### config.mk
export PLATFORM = sky130hd
export DESIGN_NAME = edge_irq_gpio_port
export DESIGN_NICKNAME = d
export VERILOG_FILES = /design/src/include/edge_irq_gpio_pkg.sv /design/src/rtl/edge_irq_gpio_port.sv
export SDC_FILE = /design/constraint.sdc
export NUM_CORES = 1
export LEC_CHECK = 0
export BUFFER_PORTS_ARGS = -buffer_cell sky130_fd_sc_hd__buf_4
export CAP_MARGIN = 20
export CORE_UTILIZATION = 49
export CTS_CLUSTER_SIZE = 14
export DETAILED_ROUTE_END_ITERATION = 16
export PLACE_DENSITY = 0.91
export SLEW_MARGIN = 0
export SYNTH_ARGS = -nofsm -noshare
export SYNTH_HDL_FRONTEND = slang
export SYNTH_SLANG_ARGS = --single-unit
### constraint.sdc
create_clock -name aclk -period 2.1 [get_ports aclk]
set_clock_uncertainty 0.15 [all_clocks]
set_input_delay 0.21 -clock aclk [delete_from_list [all_inputs] [get_ports aclk]]
set_output_delay 0.21 -clock aclk [all_outputs]
set_load 0.02 [all_outputs]
### src/include/edge_irq_gpio_pkg.sv
`default_nettype none
package edge_irq_gpio_pkg;
    // register indices as printed; byte address is four times the index
    localparam logic [7:0] IDX_WIDE_EDGE_FLAGS = 8'h1F;
    localparam logic [7:0] IDX_NARROW_DATA = 8'h28;
    localparam logic [7:0] IDX_NARROW_PIN_INPUT = 8'h29;
    localparam logic [7:0] IDX_NARROW_DIRECTION = 8'h2A;
    localparam logic [7:0] IDX_NARROW_DRIVE = 8'h2B;
    localparam logic [7:0] IDX_NARROW_PULL_EN = 8'h2C;
    localparam logic [7:0] IDX_NARROW_POLARITY = 8'h2D;
    localparam logic [7:0] IDX_NARROW_IRQ_EN = 8'h2E;
    localparam logic [7:0] IDX_NARROW_EDGE_FLAGS = 8'h2F;
    localparam logic [7:0] IDX_WIDE_POLARITY = 8'h1D;
    localparam logic [7:0] IDX_WIDE_IRQ_EN = 8'h1E;
    localparam logic [7:0] IDX_WIDE_WIRED_OR = 8'h1A;
    // sticky event status (read clears) and its mask
    localparam logic [7:0] IDX_IRQ_STATUS = 8'h3C;
    localparam logic [7:0] IDX_IRQ_MASK = 8'h3D;
    localparam int ADDR_W = 8;
    // narrow port uses pins 7 and 6 only
    localparam logic [7:0] NARROW_PIN_MASK = 8'hC0;
    localparam logic [7:0] REG_RESET = 8'h00;
    // status bit positions
    localparam int ST_WIDE_EDGE = 0;
    localparam int ST_NARROW_EDGE = 1;
    localparam logic [1:0] RESP_OKAY = 2'h0;
    localparam logic [1:0] RESP_SLVERR = 2'h2;
    // polarity encoding
    localparam logic POL_FALLING = 1'b0;
    localparam logic POL_RISING = 1'b1;
endpackage
`default_nettype wire

### src/rtl/edge_irq_gpio_port.sv
// Behaviour
// - each wide-port edge flag sets on the selected edge of its pin
// - edge flags readable anytime; write one clears, zero leaves unchanged
// - interrupt request raised when a set flag has its enable set
// - per-pin polarity bit chooses rising or falling active edge
// - data read returns output latch for output pins, pin level otherwise
// - pin input register always returns pin levels; writes ignored
// - direction bits for pins 7 and 6: zero input, one output
// - readback may lag direction changes by up to two bus cycles
// - reduced drive bit acts only on output pins: zero full, one third
// - pull enable active for inputs or wired-or outputs, not push-pull; narrow pins here are push-pull only, so pulls act on inputs only
// - falling polarity: falling edge sets flag, pull-up when enabled input
// - rising polarity: rising edge sets flag, pull-down when enabled input
// - narrow-port flags 7 and 6 set by active edge, write one clears
// - narrow-port pins 7 and 6 each have an interrupt enable bit
// - each wide-port pin has an interrupt enable bit
`timescale 1ns/1ps
`default_nettype none
module edge_irq_gpio_port
    import edge_irq_gpio_pkg::*;
#(
    parameter int WIDE_PINS = 8
)
(
    // clock and reset
    input wire logic aclk,
    input wire logic aresetn,
    // axi4-lite write address
    input wire logic [31:0] s_axi_awaddr,
    input wire logic s_axi_awvalid,
    output logic s_axi_awready,
    // axi4-lite write data
    input wire logic [31:0] s_axi_wdata,
    input wire logic [3:0] s_axi_wstrb,
    input wire logic s_axi_wvalid,
    output logic s_axi_wready,
    // axi4-lite write response
    output logic [1:0] s_axi_bresp,
    output logic s_axi_bvalid,
    input wire logic s_axi_bready,
    // axi4-lite read address
    input wire logic [31:0] s_axi_araddr,
    input wire logic s_axi_arvalid,
    output logic s_axi_arready,
    // axi4-lite read data
    output logic [31:0] s_axi_rdata,
    output logic [1:0] s_axi_rresp,
    output logic s_axi_rvalid,
    input wire logic s_axi_rready,
    // wide port pins (input only here)
    input wire logic [WIDE_PINS-1:0] wide_pin_in,
    // narrow port pins, three-signal form
    input wire logic [7:0] narrow_pin_in,
    output logic [7:0] narrow_pin_out,
    output logic [7:0] narrow_pin_oe,
    // pad controls
    output logic [7:0] narrow_reduced_drive,
    output logic [7:0] narrow_pull_up_en,
    output logic [7:0] narrow_pull_down_en,
    output logic [WIDE_PINS-1:0] wide_pull_up_en,
    output logic [WIDE_PINS-1:0] wide_pull_down_en,
    // interrupts
    output logic wide_port_irq,
    output logic narrow_port_irq,
    output logic irq
);
    // pin synchronisers
    logic [WIDE_PINS-1:0] wide_meta_reg, wide_sync_reg, wide_prev_reg;
    logic [7:0] narrow_meta_reg, narrow_sync_reg, narrow_prev_reg;
    // software registers
    logic [7:0] narrow_port_data_reg;
    logic [7:0] narrow_port_direction_reg;
    logic [7:0] narrow_port_drive_strength_reg;
    logic [7:0] narrow_port_pull_enable_reg;
    logic [7:0] narrow_port_polarity_select_reg;
    logic [7:0] narrow_port_irq_enable_reg;
    logic [7:0] narrow_port_edge_flags_reg;
    logic [WIDE_PINS-1:0] wide_port_polarity_select_reg;
    logic [WIDE_PINS-1:0] wide_port_irq_enable_reg;
    logic [WIDE_PINS-1:0] wide_port_edge_flags_reg;
    logic [WIDE_PINS-1:0] wide_pull_enable_reg;
    logic [1:0] irq_status_reg;
    logic [1:0] irq_mask_reg;
    // bus slave state
    logic [ADDR_W-1:0] aw_idx_reg, ar_idx_reg;
    logic aw_held_reg, w_held_reg;
    logic [31:0] wdata_reg;
    logic [3:0] wstrb_reg;
    logic bvalid_reg, rvalid_reg;
    logic [31:0] rdata_reg;
    logic [1:0] bresp_reg, rresp_reg;

    // synchroniser first stage is read only by the second
    always_ff @(posedge aclk)
    begin
        if (!aresetn)
        begin
            wide_meta_reg <= '0;
            wide_sync_reg <= '0;
            wide_prev_reg <= '0;
            narrow_meta_reg <= 8'h00;
            narrow_sync_reg <= 8'h00;
            narrow_prev_reg <= 8'h00;
        end
        else
        begin
            wide_meta_reg <= wide_pin_in;
            wide_sync_reg <= wide_meta_reg;
            wide_prev_reg <= wide_sync_reg;
            narrow_meta_reg <= narrow_pin_in;
            narrow_sync_reg <= narrow_meta_reg;
            narrow_prev_reg <= narrow_sync_reg;
        end
    end

    // active-edge detection; polarity zero picks falling, one rising
    wire [WIDE_PINS-1:0] wide_rise = wide_sync_reg & ~wide_prev_reg;
    wire [WIDE_PINS-1:0] wide_fall = ~wide_sync_reg & wide_prev_reg;
    wire [WIDE_PINS-1:0] wide_edge = (wide_port_polarity_select_reg & wide_rise)
        | (~wide_port_polarity_select_reg & wide_fall);
    wire [7:0] narrow_rise = narrow_sync_reg & ~narrow_prev_reg;
    wire [7:0] narrow_fall = ~narrow_sync_reg & narrow_prev_reg;
    wire [7:0] narrow_edge = ((narrow_port_polarity_select_reg & narrow_rise)
        | (~narrow_port_polarity_select_reg & narrow_fall)) & NARROW_PIN_MASK;

    // bus write decode; address and data may arrive in either order
    wire do_write = aw_held_reg && w_held_reg && !bvalid_reg;
    wire wr_ok = do_write && wstrb_reg[0];
    wire [7:0] wbyte = wdata_reg[7:0];
    wire wr_wide_flags = wr_ok && (aw_idx_reg == IDX_WIDE_EDGE_FLAGS);
    wire wr_wide_pol = wr_ok && (aw_idx_reg == IDX_WIDE_POLARITY);
    wire wr_wide_ien = wr_ok && (aw_idx_reg == IDX_WIDE_IRQ_EN);
    wire wr_wide_pull = wr_ok && (aw_idx_reg == IDX_WIDE_WIRED_OR);
    wire wr_data = wr_ok && (aw_idx_reg == IDX_NARROW_DATA);
    wire wr_dir = wr_ok && (aw_idx_reg == IDX_NARROW_DIRECTION);
    wire wr_drv = wr_ok && (aw_idx_reg == IDX_NARROW_DRIVE);
    wire wr_pull = wr_ok && (aw_idx_reg == IDX_NARROW_PULL_EN);
    wire wr_pol = wr_ok && (aw_idx_reg == IDX_NARROW_POLARITY);
    wire wr_ien = wr_ok && (aw_idx_reg == IDX_NARROW_IRQ_EN);
    wire wr_nflags = wr_ok && (aw_idx_reg == IDX_NARROW_EDGE_FLAGS);
    wire wr_mask = wr_ok && (aw_idx_reg == IDX_IRQ_MASK);
    wire wr_known = (aw_idx_reg == IDX_WIDE_EDGE_FLAGS) || (aw_idx_reg == IDX_WIDE_POLARITY)
        || (aw_idx_reg == IDX_WIDE_IRQ_EN) || (aw_idx_reg == IDX_WIDE_WIRED_OR)
        || ((aw_idx_reg >= IDX_NARROW_DATA) && (aw_idx_reg <= IDX_NARROW_EDGE_FLAGS))
        || (aw_idx_reg == IDX_IRQ_STATUS) || (aw_idx_reg == IDX_IRQ_MASK);

    // write-one-to-clear, but a same-cycle edge wins over the clear
    wire [WIDE_PINS-1:0] wide_clr = wr_wide_flags ? wbyte[WIDE_PINS-1:0] : '0;
    wire [7:0] narrow_clr = wr_nflags ? wbyte : 8'h00;
    wire [WIDE_PINS-1:0] wide_flags_next = (wide_port_edge_flags_reg & ~wide_clr) | wide_edge;
    wire [7:0] narrow_flags_next = (narrow_port_edge_flags_reg & ~narrow_clr) | narrow_edge;

    // per-port requests, masked per pin
    assign wide_port_irq = |(wide_port_edge_flags_reg & wide_port_irq_enable_reg);
    assign narrow_port_irq = |(narrow_port_edge_flags_reg & narrow_port_irq_enable_reg);

    // sticky status events: rising of each port request
    logic wide_irq_prev_reg, narrow_irq_prev_reg;
    wire [1:0] irq_event = {narrow_port_irq & ~narrow_irq_prev_reg,
        wide_port_irq & ~wide_irq_prev_reg};
    wire rd_take = s_axi_arvalid && s_axi_arready;
    wire [ADDR_W-1:0] ar_idx_now = s_axi_araddr[ADDR_W+1:2];
    wire rd_status = rd_take && (ar_idx_now == IDX_IRQ_STATUS);
    wire [1:0] irq_status_next = (rd_status ? 2'h0 : irq_status_reg) | irq_event;
    assign irq = |(irq_status_reg & irq_mask_reg);

    // configuration registers, cleared at reset
    always_ff @(posedge aclk)
    begin
        if (!aresetn)
        begin
            narrow_port_data_reg <= REG_RESET;
            narrow_port_direction_reg <= REG_RESET;
            narrow_port_drive_strength_reg <= REG_RESET;
            narrow_port_pull_enable_reg <= REG_RESET;
            narrow_port_polarity_select_reg <= REG_RESET;
            narrow_port_irq_enable_reg <= REG_RESET;
            narrow_port_edge_flags_reg <= REG_RESET;
            wide_port_polarity_select_reg <= '0;
            wide_port_irq_enable_reg <= '0;
            wide_port_edge_flags_reg <= '0;
            wide_pull_enable_reg <= '0;
            irq_status_reg <= 2'h0;
            irq_mask_reg <= 2'h0;
            wide_irq_prev_reg <= 1'b0;
            narrow_irq_prev_reg <= 1'b0;
        end
        else
        begin
            if (wr_data) narrow_port_data_reg <= wbyte & NARROW_PIN_MASK;
            if (wr_dir) narrow_port_direction_reg <= wbyte & NARROW_PIN_MASK;
            if (wr_drv) narrow_port_drive_strength_reg <= wbyte & NARROW_PIN_MASK;
            if (wr_pull) narrow_port_pull_enable_reg <= wbyte & NARROW_PIN_MASK;
            if (wr_pol) narrow_port_polarity_select_reg <= wbyte & NARROW_PIN_MASK;
            if (wr_ien) narrow_port_irq_enable_reg <= wbyte & NARROW_PIN_MASK;
            if (wr_wide_pol) wide_port_polarity_select_reg <= wbyte[WIDE_PINS-1:0];
            if (wr_wide_ien) wide_port_irq_enable_reg <= wbyte[WIDE_PINS-1:0];
            if (wr_wide_pull) wide_pull_enable_reg <= wbyte[WIDE_PINS-1:0];
            if (wr_mask) irq_mask_reg <= wbyte[1:0];
            narrow_port_edge_flags_reg <= narrow_flags_next;
            wide_port_edge_flags_reg <= wide_flags_next;
            irq_status_reg <= irq_status_next;
            wide_irq_prev_reg <= wide_port_irq;
            narrow_irq_prev_reg <= narrow_port_irq;
        end
    end

    // pad drive: narrow pins are push-pull, so pulls act only as inputs
    assign narrow_pin_out = narrow_port_data_reg;
    assign narrow_pin_oe = narrow_port_direction_reg;
    assign narrow_reduced_drive = narrow_port_drive_strength_reg & narrow_port_direction_reg;
    wire [7:0] narrow_pull_act = narrow_port_pull_enable_reg & ~narrow_port_direction_reg;
    assign narrow_pull_up_en = narrow_pull_act & ~narrow_port_polarity_select_reg;
    assign narrow_pull_down_en = narrow_pull_act & narrow_port_polarity_select_reg;
    // wide port pins are inputs here, so pulls always apply when enabled
    assign wide_pull_up_en = wide_pull_enable_reg & ~wide_port_polarity_select_reg;
    assign wide_pull_down_en = wide_pull_enable_reg & wide_port_polarity_select_reg;

    // read mux; synchronised pin level lags a direction change by two cycles
    wire [7:0] data_view = (narrow_port_direction_reg & narrow_port_data_reg)
        | (~narrow_port_direction_reg & narrow_sync_reg & NARROW_PIN_MASK);
    logic [7:0] rd_byte;
    logic rd_known;
    always_comb
    begin
        rd_byte = 8'h00;
        rd_known = 1'b1;
        unique case (ar_idx_now)
            IDX_WIDE_EDGE_FLAGS: rd_byte = 8'(wide_port_edge_flags_reg);
            IDX_WIDE_POLARITY: rd_byte = 8'(wide_port_polarity_select_reg);
            IDX_WIDE_IRQ_EN: rd_byte = 8'(wide_port_irq_enable_reg);
            IDX_WIDE_WIRED_OR: rd_byte = 8'(wide_pull_enable_reg);
            IDX_NARROW_DATA: rd_byte = data_view;
            IDX_NARROW_PIN_INPUT: rd_byte = narrow_sync_reg & NARROW_PIN_MASK;
            IDX_NARROW_DIRECTION: rd_byte = narrow_port_direction_reg;
            IDX_NARROW_DRIVE: rd_byte = narrow_port_drive_strength_reg;
            IDX_NARROW_PULL_EN: rd_byte = narrow_port_pull_enable_reg;
            IDX_NARROW_POLARITY: rd_byte = narrow_port_polarity_select_reg;
            IDX_NARROW_IRQ_EN: rd_byte = narrow_port_irq_enable_reg;
            IDX_NARROW_EDGE_FLAGS: rd_byte = narrow_port_edge_flags_reg;
            IDX_IRQ_STATUS: rd_byte = {6'h00, irq_status_reg};
            IDX_IRQ_MASK: rd_byte = {6'h00, irq_mask_reg};
            default: rd_known = 1'b0;
        endcase
    end

    // axi handshakes: one write and one read outstanding at a time
    assign s_axi_awready = !aw_held_reg && !bvalid_reg;
    assign s_axi_wready = !w_held_reg && !bvalid_reg;
    assign s_axi_arready = !rvalid_reg;
    assign s_axi_bvalid = bvalid_reg;
    assign s_axi_bresp = bresp_reg;
    assign s_axi_rvalid = rvalid_reg;
    assign s_axi_rdata = rdata_reg;
    assign s_axi_rresp = rresp_reg;

    // write channel: pin-input writes are accepted but change nothing
    always_ff @(posedge aclk)
    begin
        if (!aresetn)
        begin
            aw_held_reg <= 1'b0;
            w_held_reg <= 1'b0;
            aw_idx_reg <= '0;
            wdata_reg <= 32'h0000_0000;
            wstrb_reg <= 4'h0;
            bvalid_reg <= 1'b0;
            bresp_reg <= RESP_OKAY;
        end
        else
        begin
            if (s_axi_awvalid && s_axi_awready)
            begin
                aw_held_reg <= 1'b1;
                aw_idx_reg <= s_axi_awaddr[ADDR_W+1:2];
            end
            if (s_axi_wvalid && s_axi_wready)
            begin
                w_held_reg <= 1'b1;
                wdata_reg <= s_axi_wdata;
                wstrb_reg <= s_axi_wstrb;
            end
            if (do_write)
            begin
                aw_held_reg <= 1'b0;
                w_held_reg <= 1'b0;
                bvalid_reg <= 1'b1;
                bresp_reg <= wr_known ? RESP_OKAY : RESP_SLVERR;
            end
            else if (bvalid_reg && s_axi_bready)
                bvalid_reg <= 1'b0;
        end
    end

    // read channel: data registered at address acceptance
    always_ff @(posedge aclk)
    begin
        if (!aresetn)
        begin
            rvalid_reg <= 1'b0;
            rdata_reg <= 32'h0000_0000;
            rresp_reg <= RESP_OKAY;
        end
        else if (rd_take)
        begin
            rvalid_reg <= 1'b1;
            rdata_reg <= {24'h000000, rd_byte};
            rresp_reg <= rd_known ? RESP_OKAY : RESP_SLVERR;
        end
        else if (rvalid_reg && s_axi_rready)
            rvalid_reg <= 1'b0;
    end
endmodule // edge_irq_gpio_port
`default_nettype wire

-- Word-level counts from Yosys, hierarchy flattened
Index checks and enable logic that the tools add are counted.
- magnitude comparators: 2
- equality and inequality tests: 27
- mux-type cells: 11
- bitwise gates (word level): 41
- reductions and logical operators: 41
- operators by type and width (kind ; number):
    8-bit AND ; 20
    8-bit by 6-bit equality test with 1-bit output (second input constant) ; 19
    8-bit one-hot mux with 14 select lines ; 1
    8-bit inverter ; 9
    8-bit by 5-bit equality test with 1-bit output (second input constant) ; 8
    8-bit OR ; 5
    1-bit logical AND ; 24
    8-bit two-way mux ; 2
    8-bit OR reduction ; 2
    14-bit OR reduction ; 1
    8-bit by 6-bit >= comparator with 1-bit output (second input constant) ; 1
    8-bit by 6-bit <= comparator with 1-bit output (second input constant) ; 1
    1-bit logical OR ; 6
    2-bit two-way mux ; 3
    1-bit two-way mux ; 5
    1-bit zero test ; 4
    2-bit nonzero test ; 2
    2-bit OR reduction ; 2
    1-bit inverter ; 3
    1-bit AND ; 2
    2-bit AND ; 1
    2-bit OR ; 1
- bits in registers: 139

-- Logic depth before layout (Yosys ltp)
Gate-level depths: netlist of run 1.
- depth after elaboration: 8
- mapped depth: 7
- gate-level depth less buffers: 4

-- Worst setup path before layout of run 1
No wires, ideal clock.
- path type: register to register
- start point: register bvalid_reg, in the netlist s_axi_bvalid
- end point: register wide_port_polarity_select_reg[6]
- setup time: 0.122 ns
- data arrival time: 1.662 ns
- data required time: 1.828 ns
- path slack: 0.167 ns
- stages on the path, launching flop included: 7
- path buffers: 2
- period minus slack after synthesis: 1.933 ns
- cell sequence: dfxtp_1 > nand4b_2 > or4b_1 > buf_2 > buf_6 > nand3_1 > o21ai_1
- longest elaborated chain between the ends: 4
- ends and longest elaborated chain (element ; RTL line ; text):
    start, declared ; edge_irq_gpio_port.sv:89 ; logic bvalid_reg, rvalid_reg;
    start signal, assigned ; edge_irq_gpio_port.sv:267 ; bvalid_reg <= 1'b0;
    start signal, assigned ; edge_irq_gpio_port.sv:287 ; bvalid_reg <= 1'b1;
    start signal, assigned ; edge_irq_gpio_port.sv:291 ; bvalid_reg <= 1'b0;
    1-bit zero test ; edge_irq_gpio_port.sv:127 ; wire do_write = aw_held_reg && w_held_reg && !bvalid_reg;
    1-bit logical AND ; edge_irq_gpio_port.sv:127 ;
    1-bit logical AND ; edge_irq_gpio_port.sv:128 ; wire wr_ok = do_write && wstrb_reg[0];
    1-bit logical AND ; edge_irq_gpio_port.sv:131 ; wire wr_wide_pol = wr_ok && (aw_idx_reg == IDX_WIDE_POLARITY);
    end signal, assigned ; edge_irq_gpio_port.sv:196 ; if (wr_wide_pol) wide_port_polarity_select_reg <= wbyte[WIDE_PINS-1:0];
    end, declared ; edge_irq_gpio_port.sv:78 ; logic [WIDE_PINS-1:0] wide_port_polarity_select_reg;
Every way passes these cells.
A chain may end at the register's enable or synchronous reset.

-- Worst setup path in the final report of run 1
- start point: register wide_port_edge_flags_reg[4]
- end point: output port wide_port_irq
- longest elaborated chain between the ends: 2
- ends and longest elaborated chain (element ; RTL line ; text):
    start, declared ; edge_irq_gpio_port.sv:80 ; logic [WIDE_PINS-1:0] wide_port_edge_flags_reg;
    start signal, assigned ; edge_irq_gpio_port.sv:201 ; wide_port_edge_flags_reg <= wide_flags_next;
    8-bit AND ; edge_irq_gpio_port.sv:154 ; assign wide_port_irq = |(wide_port_edge_flags_reg & wide_port_irq_enable_reg);
    8-bit OR reduction ; edge_irq_gpio_port.sv:154 ;
    end, declared ; edge_irq_gpio_port.sv:63 ; output logic wide_port_irq,
Every way passes these cells.

==> reports/metrics.yaml, run 1 <==
status:
  outcome: "finished, final reports clean"
logic_synthesis:
  mappedNetlistArea_um2: 5660
  synthesis_warning_total: 0
  ys_ff_latch: 119
  yosys.cell_types.count: 58
  asyncSetResetFlopFracSynth_pct: 0
  synth_top_cell_area_share_pct: 42.1
  synth.avg_cell_area_um2: 8.66
  yosys_most_used_dff: "dfxtp_1"
  synth-edff-count: 0
  netlist_top_cells_area: "dfxtp_1 (42%), buf_4 (7.4%), nand2_1 (6.5%), and2_1 (5.0%), mux2i_1 (4.4%)"
  netlist_instances: 653
  yosysTopAreaCell: "dfxtp_1"
  proportion_of_synthesized_chip_area_in_sequential_cells_pct: 42.1
power:
  ir_worst_vdd_mv: 0.577
  post-layout-total-power_mw: 5.58
  power.share.combinational_pct: 8.7
  p_sw_share_pct: 23.7
  register_share_of_total_power_pct: 42.7
  power-per-cell-area_nw_per_um2: 784
  power_switching_mw: 1.32
  clkPwrFrac_pct: 48.6
  leakage_nw: 2.91
  p_int_mw: 4.25
sta:
  final.min_clock_period_ns: 1.91
  max_freq_ghz: 0.523
  timing.final.max_slew_violations: 0
  worst_pin_slew_ns: 0.583
  timing.setup.tns_ns: 0
  slew_headroom_pct: 60.6
  final-hold-violation-count: 0
  setup-violations-final: 0
  post-route-period-util_pct: 91.0
  grt_setup_unrepaired: "no"
worst_hold_path:
  hold_class: "input pin to register"
  timing.hold.worst_path_depth: 2
  worst_hold_startpoint: "aresetn"
  whs_endpoint: "s_axi_rresp[1]"
route:
  wl_met3_um: 965
  drc: 0
  dr.max_layer_used: "met4"
  average_vias_per_placed_instance: 5.41
  drt_pass1_iterations: 6
  wl_met1_mm: 5.90
  initialDrtViolationCount: 343
  postRouteAntennaNets: 0
  wl_met2_mm: 6.51
  routed-via-count: 4986
  drt-wirelength-per-cell_um: 14.9
  drt_wl_total_mm: 13.8
finish:
  diodes: 0
  finish.utilization_pct: 64.5
  area_growth_syn_to_layout_pct: 25.8
  drive_above_1_share_pct: 18.3
  final_nets: 893
placed_design:
  dp_hpwl_mm: 9.16
  port_buffers: 85
  globalplace.congestion: 0.890
clock_network:
  cts_made_buffers: 17
  clock_tree.htree_level_count: 4
  post_cts.repair.setup_buffers: 0
  worstSkewPairLatency_ns: 0.41
  cts_tree: "done"
  cts.root.buffer_cell: "clkbuf_16"
  cts_max_path_buffers: 2
  worst_setup_hold_path_clk_slew_ns: 0.05
  cts.sinks: 119
setup_path:
  endpoint_required_time_on_the_critical_path_ns: 1.74
  cpPeakStageDelay_ns: 0.36
  worstRegToRegCells: 4
  worstPathCellList: "a22oi_1 > nand4_1 > buf_4"
  timing_worst_setup_path_type: "register to primary output"
  critical_path.endpoint_type: "primary output"
  rr_endpoint: "wide_port_polarity_select_reg[1]"
  critPathMaxFanout: 3
  cpLargestDelayFamily: "flip-flops"
  rr_startpoint: "aw_idx_reg[6]"
  cp_launch_point: "wide_port_edge_flags_reg[4]"
  r2r_setup_slack_ns: 0.20
  worst_ep_arrival_time_ns: 1.55
  crit_buf_inv: 1
  critPathSlowestCell: "dfxtp_1"
  crit_path_start_kind: "register"
global_routing:
  grt_antenna_before_repair: 0
  globalRouteTotalUtil_pct: 23.7
  grt_max_degree: 37
  aggregate_global_routing_overflow: 0
  global_route_wire_length_before_repair_mm: 21.9
  first_global_vias: 4620
flow_run:
  drv_cap: 0
floorplanning:
  start_util_pct: 51.3
  die_width_um: 109
  core_area_um2: 11000
  chipHeight_um: 109
  placement_rows: 38
  die-area_um2: 12000
  pin_count: 223
==> power groups by stage <==
stage               Sequential, mW  Clock [mW]  Combinational [mW]
floorplan                     2.41           0               0.377
global placement              2.42           0               0.421
detailed placement            2.42           0               0.428
CTS                           2.38        2.72               0.476
global route                  2.39        2.86               0.530
finish                        2.38        2.71               0.484
==> Yosys cell counts, types with 6 or more instances <==
cell / instances
buf_1: 6
nand2_1: 98
mux2i_1: 25
o21ai_0: 38
nor2b_1: 18
nand3_1: 30
and2_1: 45
o21ai_1: 8
a21oi_1: 11
nand4_1: 7
dfxtp_1: 119
a21boi_0: 29
nand3b_1: 8
buf_4: 56
o21a_1: 13
nor2_1: 20
clkbuf_1: 21
a22o_1: 8
a22oi_1: 6
inv_1: 6
==> routing by layer <==
| metal | vias up | GRT usage [%] |
|---|---|---|
| li1 | 2415 | - |
| met1 | 2298 | 29.9 |
| met2 | 241 | 38.6 |
| met3 | 32 | 4.21 |
| met4 | 0 | 12.7 |
| met5 | - | 0 |
==> worst reg2reg max path: stages, from the launching register on <==
cell and delay (ns):
dfxtp_1 0.32, or2_0 0.39, or4b_4 0.72, nand3_1 0.14, o21ai_1 0.07
==> logic make-up after synthesis <==
kind of cell,count (synthesis),synth area share (%)
other,1,0.0663
AND/OR/NAND/NOR,271,26.1
multiplexers,25,4.42
buffers and inverters,95,10.3
AO/OA/AOI/OAI,142,17.0
flip-flops,119,42.1
==> cell type report <==
class	count	area, um^2
fillers	877	3920
multi-input cells	494	2910
repair buffers	132	1070
flip-flops and latches	119	2380
clock buffers	24	492
clock inverters	7	70.1
well taps	140	175
inverters	6	22.5
==> worst max path at each step <==
stage	endpoint	slack (ns)	depth (start not counted)
detailed placement	wide_port_polarity_select_reg[3]	0.03	4
finish	wide_port_irq	0.19	3
global route	wide_port_irq	0.13	3
floorplan	wide_port_polarity_select_reg[6]	0.17	6
CTS	wide_port_irq	0.21	3
global placement	wide_port_polarity_select_reg[3]	0.09	4
==> stage by stage <==
step	cell area, um^2	hold WS, ns	setup slack, ns	cells
global placement	6240	0.264	0.0889	861
global route	7120	0.0348	0.131	922
finish	7120	0.0335	0.188	922
CTS	7110	0.0156	0.208	922
floorplan	5860	0.187	0.167	708
detailed placement	6240	0.269	0.0289	861
==> cell usage in the layout, fill, tap and decap left out, drive strengths merged, types with 3 or more instances in the layout <==
| master | count |
|---|---|
| nand2b | 5 |
| o22ai | 4 |
| a21oi | 12 |
| nor3b | 3 |
| o21ai | 46 |
| a2111oi | 5 |
| nand3 | 30 |
| a22o | 8 |
| clkinvlp | 4 |
| nor3 | 6 |
| and2 | 45 |
| a211oi | 4 |
| inv | 6 |
| nor2b | 18 |
| o21a | 13 |
| nor4 | 4 |
| nand4b | 5 |
| dfxtp | 119 |
| dlygate4sd3 | 30 |
| a221oi | 3 |
| a21boi | 29 |
| a22oi | 6 |
| nand4 | 7 |
| or3b | 3 |
| mux2i | 25 |
| conb | 56 |
| nor2 | 20 |
| nand2 | 98 |
| nand3b | 8 |
| buf | 102 |
| or4b | 4 |
| and3b | 3 |
| clkbuf | 24 |
==> repair_timing <==
| item | CTS | global route |
|---|---|---|
| gates cloned | 0 | 0 |
| hold buffers | 30 | 0 |
| endpoints found under the setup margin | 1 | 2 |
| gates resized for setup | 1 | 1 |
| endpoints found under the hold margin | 29 | 0 |
Note: power is estimated with default switching activity, not from simulation.
==> run 2, diff against run 1 <==
- RECOVER_POWER: unset -> 100
==> run 2 against run 1 <==
- worst hold slack better by 0.033 ns
- sequential power is essentially flat
- non-clock buffer count is the same
- fmax is 0.14% higher
- first-iteration DRC count is 3.5% lower
- clock-buffer cell count unchanged
- critical path type is now register to register
==> reports/metrics.yaml, run 2 (same netlist as run 1, synthesis figures left out) <==
placed_design:
  dpl_worst_slack_ns: 0.0289
  port_buffers: 85
  dp_hpwl_mm: 9.16
  globalplace.congestion: 0.890
  dpl.cell_count: 861
global_routing:
  first_global_vias: 4620
  grt_max_degree: 37
  globalRouteTotalUtil_pct: 23.7
  grt_antenna_before_repair: 0
  global_route_wire_length_before_repair_mm: 21.9
  aggregate_global_routing_overflow: 0
setup_path:
  critical_path.endpoint_type: "register"
  endpoint_required_time_on_the_critical_path_ns: 2.23
  crit_path_start_kind: "register"
  worst_ep_arrival_time_ns: 2.04
  critPathMaxFanout: 16
  timing_worst_setup_path_type: "register to register"
finish:
  final_nets: 893
  drive_above_1_share_pct: 12.3
  nFillCells: 927
  non_filler_cells_final: 922
  final_cell_mix: "dfxtp_1 (119), nand2_1 (98), conb_1 (56), buf_4 (56)"
  area_growth_syn_to_layout_pct: 22.5
  diodes: 0
  commonest_non_fill_non_tap_cell_in_the_layout: "dfxtp_1"
power:
  leakage_nw: 2.72
  ir_worst_vdd_mv: 0.581
  power-per-cell-area_nw_per_um2: 802
clock_network:
  worstSkewPairLatency_ns: 0.40
  cts_made_buffers: 17
  cts_max_path_buffers: 2
  cts.root.buffer_cell: "clkbuf_16"
  cts.sinks: 119
  clock_tree.htree_level_count: 4
  cts_tree: "done"
  post_cts.repair.setup_buffers: 0
  worst_setup_hold_path_clk_slew_ns: 0.05
sta:
  final.min_clock_period_ns: 1.91
  timing.setup.tns_ns: 0
  worst_pin_slew_ns: 0.940
  final-hold-violation-count: 0
  post-route-period-util_pct: 90.9
  slew_headroom_pct: 37.4
  timing.final.max_slew_violations: 0
  fin_ws_ns: 0.191
  setup-violations-final: 0
  max_freq_ghz: 0.524
  grt_setup_unrepaired: "no"
route:
  postRouteAntennaNets: 0
  drt_wl_total_mm: 13.7
  initialDrtViolationCount: 331
  drt_pass1_iterations: 5
  average_vias_per_placed_instance: 5.41
  drc: 0
  routed-via-count: 4984
  drt-wirelength-per-cell_um: 14.9
worst_hold_path:
  hold_class: "input pin to register"
floorplanning:
  core_area_um2: 11000
  die-area_um2: 12000
  chipHeight_um: 109
  start_util_pct: 51.3
  placement_rows: 38
  pin_count: 223
  die_width_um: 109
flow_run:
  drv_cap: 0
status:
  outcome: "finished, final reports clean"
run 2: repair_timing:
action,4_1_cts,5_1_grt
hold buffers,30,0
setup endpoints to repair,1,2
resized for setup,1,1
cloned,0,0
endpoints found under the hold margin,29,0
run 2: per-stage QoR:
step	hold WS [ns]	power, mW	cell area, um^2	utilization [%]
6_report	0.0660	5.56	6930	62.8
5_1_grt	0.0790	5.75	6930	62.8
4_1_cts	0.0156	5.58	7110	64.5
2_1_floorplan	0.187	2.79	5860	-
3_5_place_dp	0.269	2.85	6240	56.6
3_3_place_gp	0.264	2.84	6240	56.6
run 2: critical path, stage by stage (launching register included):
cell and delay [ns]:
dfxtp_1 0.32, or2_0 0.37, or4b_4 0.71, nand3_1 0.13, o21ai_0 0.10
run 2: cell type report:
cell class	count	area, um^2	share of cell area (%)
multi-input combinational	494	2890	41.7
timing repair buffer	132	897	12.9
clock inverter	7	70.1	1.01
tap	140	175	2.53
inverter	6	22.5	0.325
clock buffer	24	492	7.10
sequential	119	2380	34.4
run 2: where the power goes:
part / internal (mW) / leakage [nW] / switching (mW) / total [mW]
clock network: 1.74 / 0.264 / 0.969 / 2.71
logic: 0.175 / 1.49 / 0.291 / 0.465
registers: 2.32 / 0.968 / 0.0592 / 2.38
run 2: routing by layer:
layer / track usage, % / vias up / wire (um)
met1: 29.9 / 2320 / 5790
li1: - / 2410 / -
met3: 4.21 / 30 / 1060
met4: 12.7 / 0 / 375
met5: 0 / - / 0
met2: 38.6 / 224 / 6510
run 2: path summary, 6_finish.rpt:
kind	from	cells past startpoint	slack [ns]	endpoint
setup / recovery	aw_idx_reg[6]	4	0.19	wide_port_polarity_select_reg[1]
hold / removal	s_axi_araddr[9]	4	0.07	s_axi_rdata[6]
setup reg to reg	aw_idx_reg[6]	4	0.19	wide_port_polarity_select_reg[1]
hold reg to reg	wide_meta_reg[2]	1	0.28	wide_sync_reg[2]
==> run 3, diff against run 2 <==
==> constraint.sdc (replaced) <==
create_clock -name aclk -period 2.1 [get_ports aclk]
set_clock_uncertainty 0.15 [all_clocks]
set_input_delay 0.315 -clock aclk [delete_from_list [all_inputs] [get_ports aclk]]
set_output_delay 0.315 -clock aclk [all_outputs]
set_load 0.02 [all_outputs]
==> run 3 against run 2 <==
- non-clock buffer count fell by 15
- combinational power down 5.6%
- die area unchanged
- global-route usage increased by 0.071 points
- cell count shrank 1.5%
- clock-buffer cell count decreased by 3
- sequential share of layout area rose by 0.52 points
- critical path type is now input pin to register
- sequential power is essentially flat
- total power grew 5.0%
- critical path depth unchanged
- clock power rose by 11%
- cell area down 1.5%
==> reports/metrics.yaml, run 3 (same netlist as run 1, synthesis figures left out) <==
setup_path:
  cpLargestDelayFamily: "buffers and inverters"
  critPathMaxFanout: 58
  critical_path.endpoint_type: "register"
  endpoint_required_time_on_the_critical_path_ns: 2.27
  crit_path_start_kind: "input pin"
  crit_buf_inv: 2
  critical_path.most_common_cell: "clkbuf_2"
  worst_ep_arrival_time_ns: 2.12
  critPathSlowestCell: "clkbuf_2"
  timing_worst_setup_path_type: "input pin to register"
  cpPeakStageDelay_ns: 0.89
  worstPathCellList: "clkbuf_2 > clkbuf_2 > nand2_1 > o21ai_0"
clock_network:
  cts_tree: "done"
  post_cts.repair.setup_buffers: 0
  cts_max_path_buffers: 2
  clock_tree.htree_level_count: 4
  cts.root.buffer_cell: "clkbuf_16"
  cts_made_buffers: 17
  worst_setup_hold_path_clk_slew_ns: 0.06
  cts.sinks: 119
  worstSkewPairLatency_ns: 0.41
placed_design:
  port_buffers: 85
  dp_hpwl_mm: 9.18
  dpl_worst_slack_ns: 0.0448
  globalplace.congestion: 0.911
power:
  ir_worst_vdd_mv: 0.503
  power-per-cell-area_nw_per_um2: 855
  leakage_nw: 2.69
route:
  postRouteAntennaNets: 0
  drt_pass1_iterations: 6
  routed-via-count: 4917
  initialDrtViolationCount: 423
  drt_wl_total_mm: 13.7
  average_vias_per_placed_instance: 5.42
  drt-wirelength-per-cell_um: 15.1
  drc: 0
sta:
  setup-violations-final: 0
  final.min_clock_period_ns: 1.95
  slew_headroom_pct: 25.4
  final-hold-violation-count: 0
  timing.final.max_slew_violations: 0
  worst_pin_slew_ns: 1.12
  fin_ws_ns: 0.151
  grt_setup_unrepaired: "no"
  timing.setup.tns_ns: 0
  post-route-period-util_pct: 92.8
  max_freq_ghz: 0.513
finish:
  drive_above_1_share_pct: 13.8
  area_growth_syn_to_layout_pct: 20.7
  final_nets: 878
  commonest_non_fill_non_tap_cell_in_the_layout: "dfxtp_1"
  diodes: 0
  final_cell_mix: "dfxtp_1 (119), nand2_1 (98), buf_4 (62), conb_1 (56), o21ai_0 (46)"
  nFillCells: 925
global_routing:
  grt_busiest_layer: "met2"
  grt_max_degree: 59
  grt_use_met2_pct: 39.3
  globalRouteTotalUtil_pct: 23.8
  grt_antenna_before_repair: 0
  aggregate_global_routing_overflow: 0
  met3_usage_pct: 4.15
  first_global_vias: 4532
  grtUsageMet1_pct: 30.1
  global_route_wire_length_before_repair_mm: 21.9
worst_hold_path:
  hold_class: "input pin to register"
status:
  outcome: "finished, final reports clean"
floorplanning:
  core_area_um2: 11000
  chipHeight_um: 109
  pin_count: 223
  placement_rows: 38
  die_width_um: 109
  die-area_um2: 12000
  start_util_pct: 51.3
flow_run:
  drv_cap: 0
[run 3: cell count changes in the layout (fill, tap and decap cells not counted), sizes merged]
cell and delta:
dlygate4sd3 -19, buf +6, bufinv +2, clkinvlp +1
clkbuf -5, clkinv +1
[run 3: worst min-delay path: cells and delay by family]
kind,cells,cell delay [ns]
buf+inv,1,0.11
compound gates,1,0.06
simple gates,1,0.04
[run 3: what timing repair did]
item                                   in CTS  in global routing
setup endpoints to repair                   0                  8
endpoints found under the hold margin      11                  0
hold buffers                               11                  0
gates resized for setup                     0                  1
[run 3: where the power goes]
part | switching [mW] | internal [mW]
Clock | 1.03 | 1.99
Sequential | 0.0586 | 2.32
Combinational | 0.282 | 0.156
Total | 1.37 | 4.46
[run 3: area by class of cell]
class                   count  area (um^2)  share of cell area (%)
well taps                 140          175                    2.57
multi-input cells         494         2870                    42.1
clock inverters            11          146                    2.15
inverters                   6         22.5                   0.330
clock buffers              21          480                    7.04
repair buffers            117          746                    10.9
flip-flops and latches    119         2380                    34.9
[run 3: final timing paths]
kind | startpoint | endpoint | slack [ns] | cells after the start
setup / recovery | aresetn | wide_port_irq_enable_reg[5] | 0.15 | 4
hold / removal | s_axi_wdata[2] | wdata_reg[2] | 0.01 | 3
setup reg to reg | aw_idx_reg[2] | irq_mask_reg[1] | 0.22 | 5
hold reg to reg | wide_meta_reg[2] | wide_sync_reg[2] | 0.28 | 1
[run 3: through the flow]
stage | hold WS, ns | std cells | util, % | area (um^2) | power, mW
after floorplan | 0.262 | 708 | - | 5860 | 2.79
after global placement | 0.264 | 865 | 57.0 | 6290 | 2.85
after detailed placement | 0.271 | 865 | 57.0 | 6290 | 2.86
after CTS | 0.00533 | 908 | 63.7 | 7020 | 5.86
after global routing | 0.0172 | 908 | 61.9 | 6820 | 6.02
final | 0.0111 | 908 | 61.9 | 6820 | 5.83
[run 3: metal layers]
metal  wire length, um  share of wire (%)
met4               346                2.5
met1              5930                 43
met3              1010                7.3
met2              6450                 47
met5                 0                  0
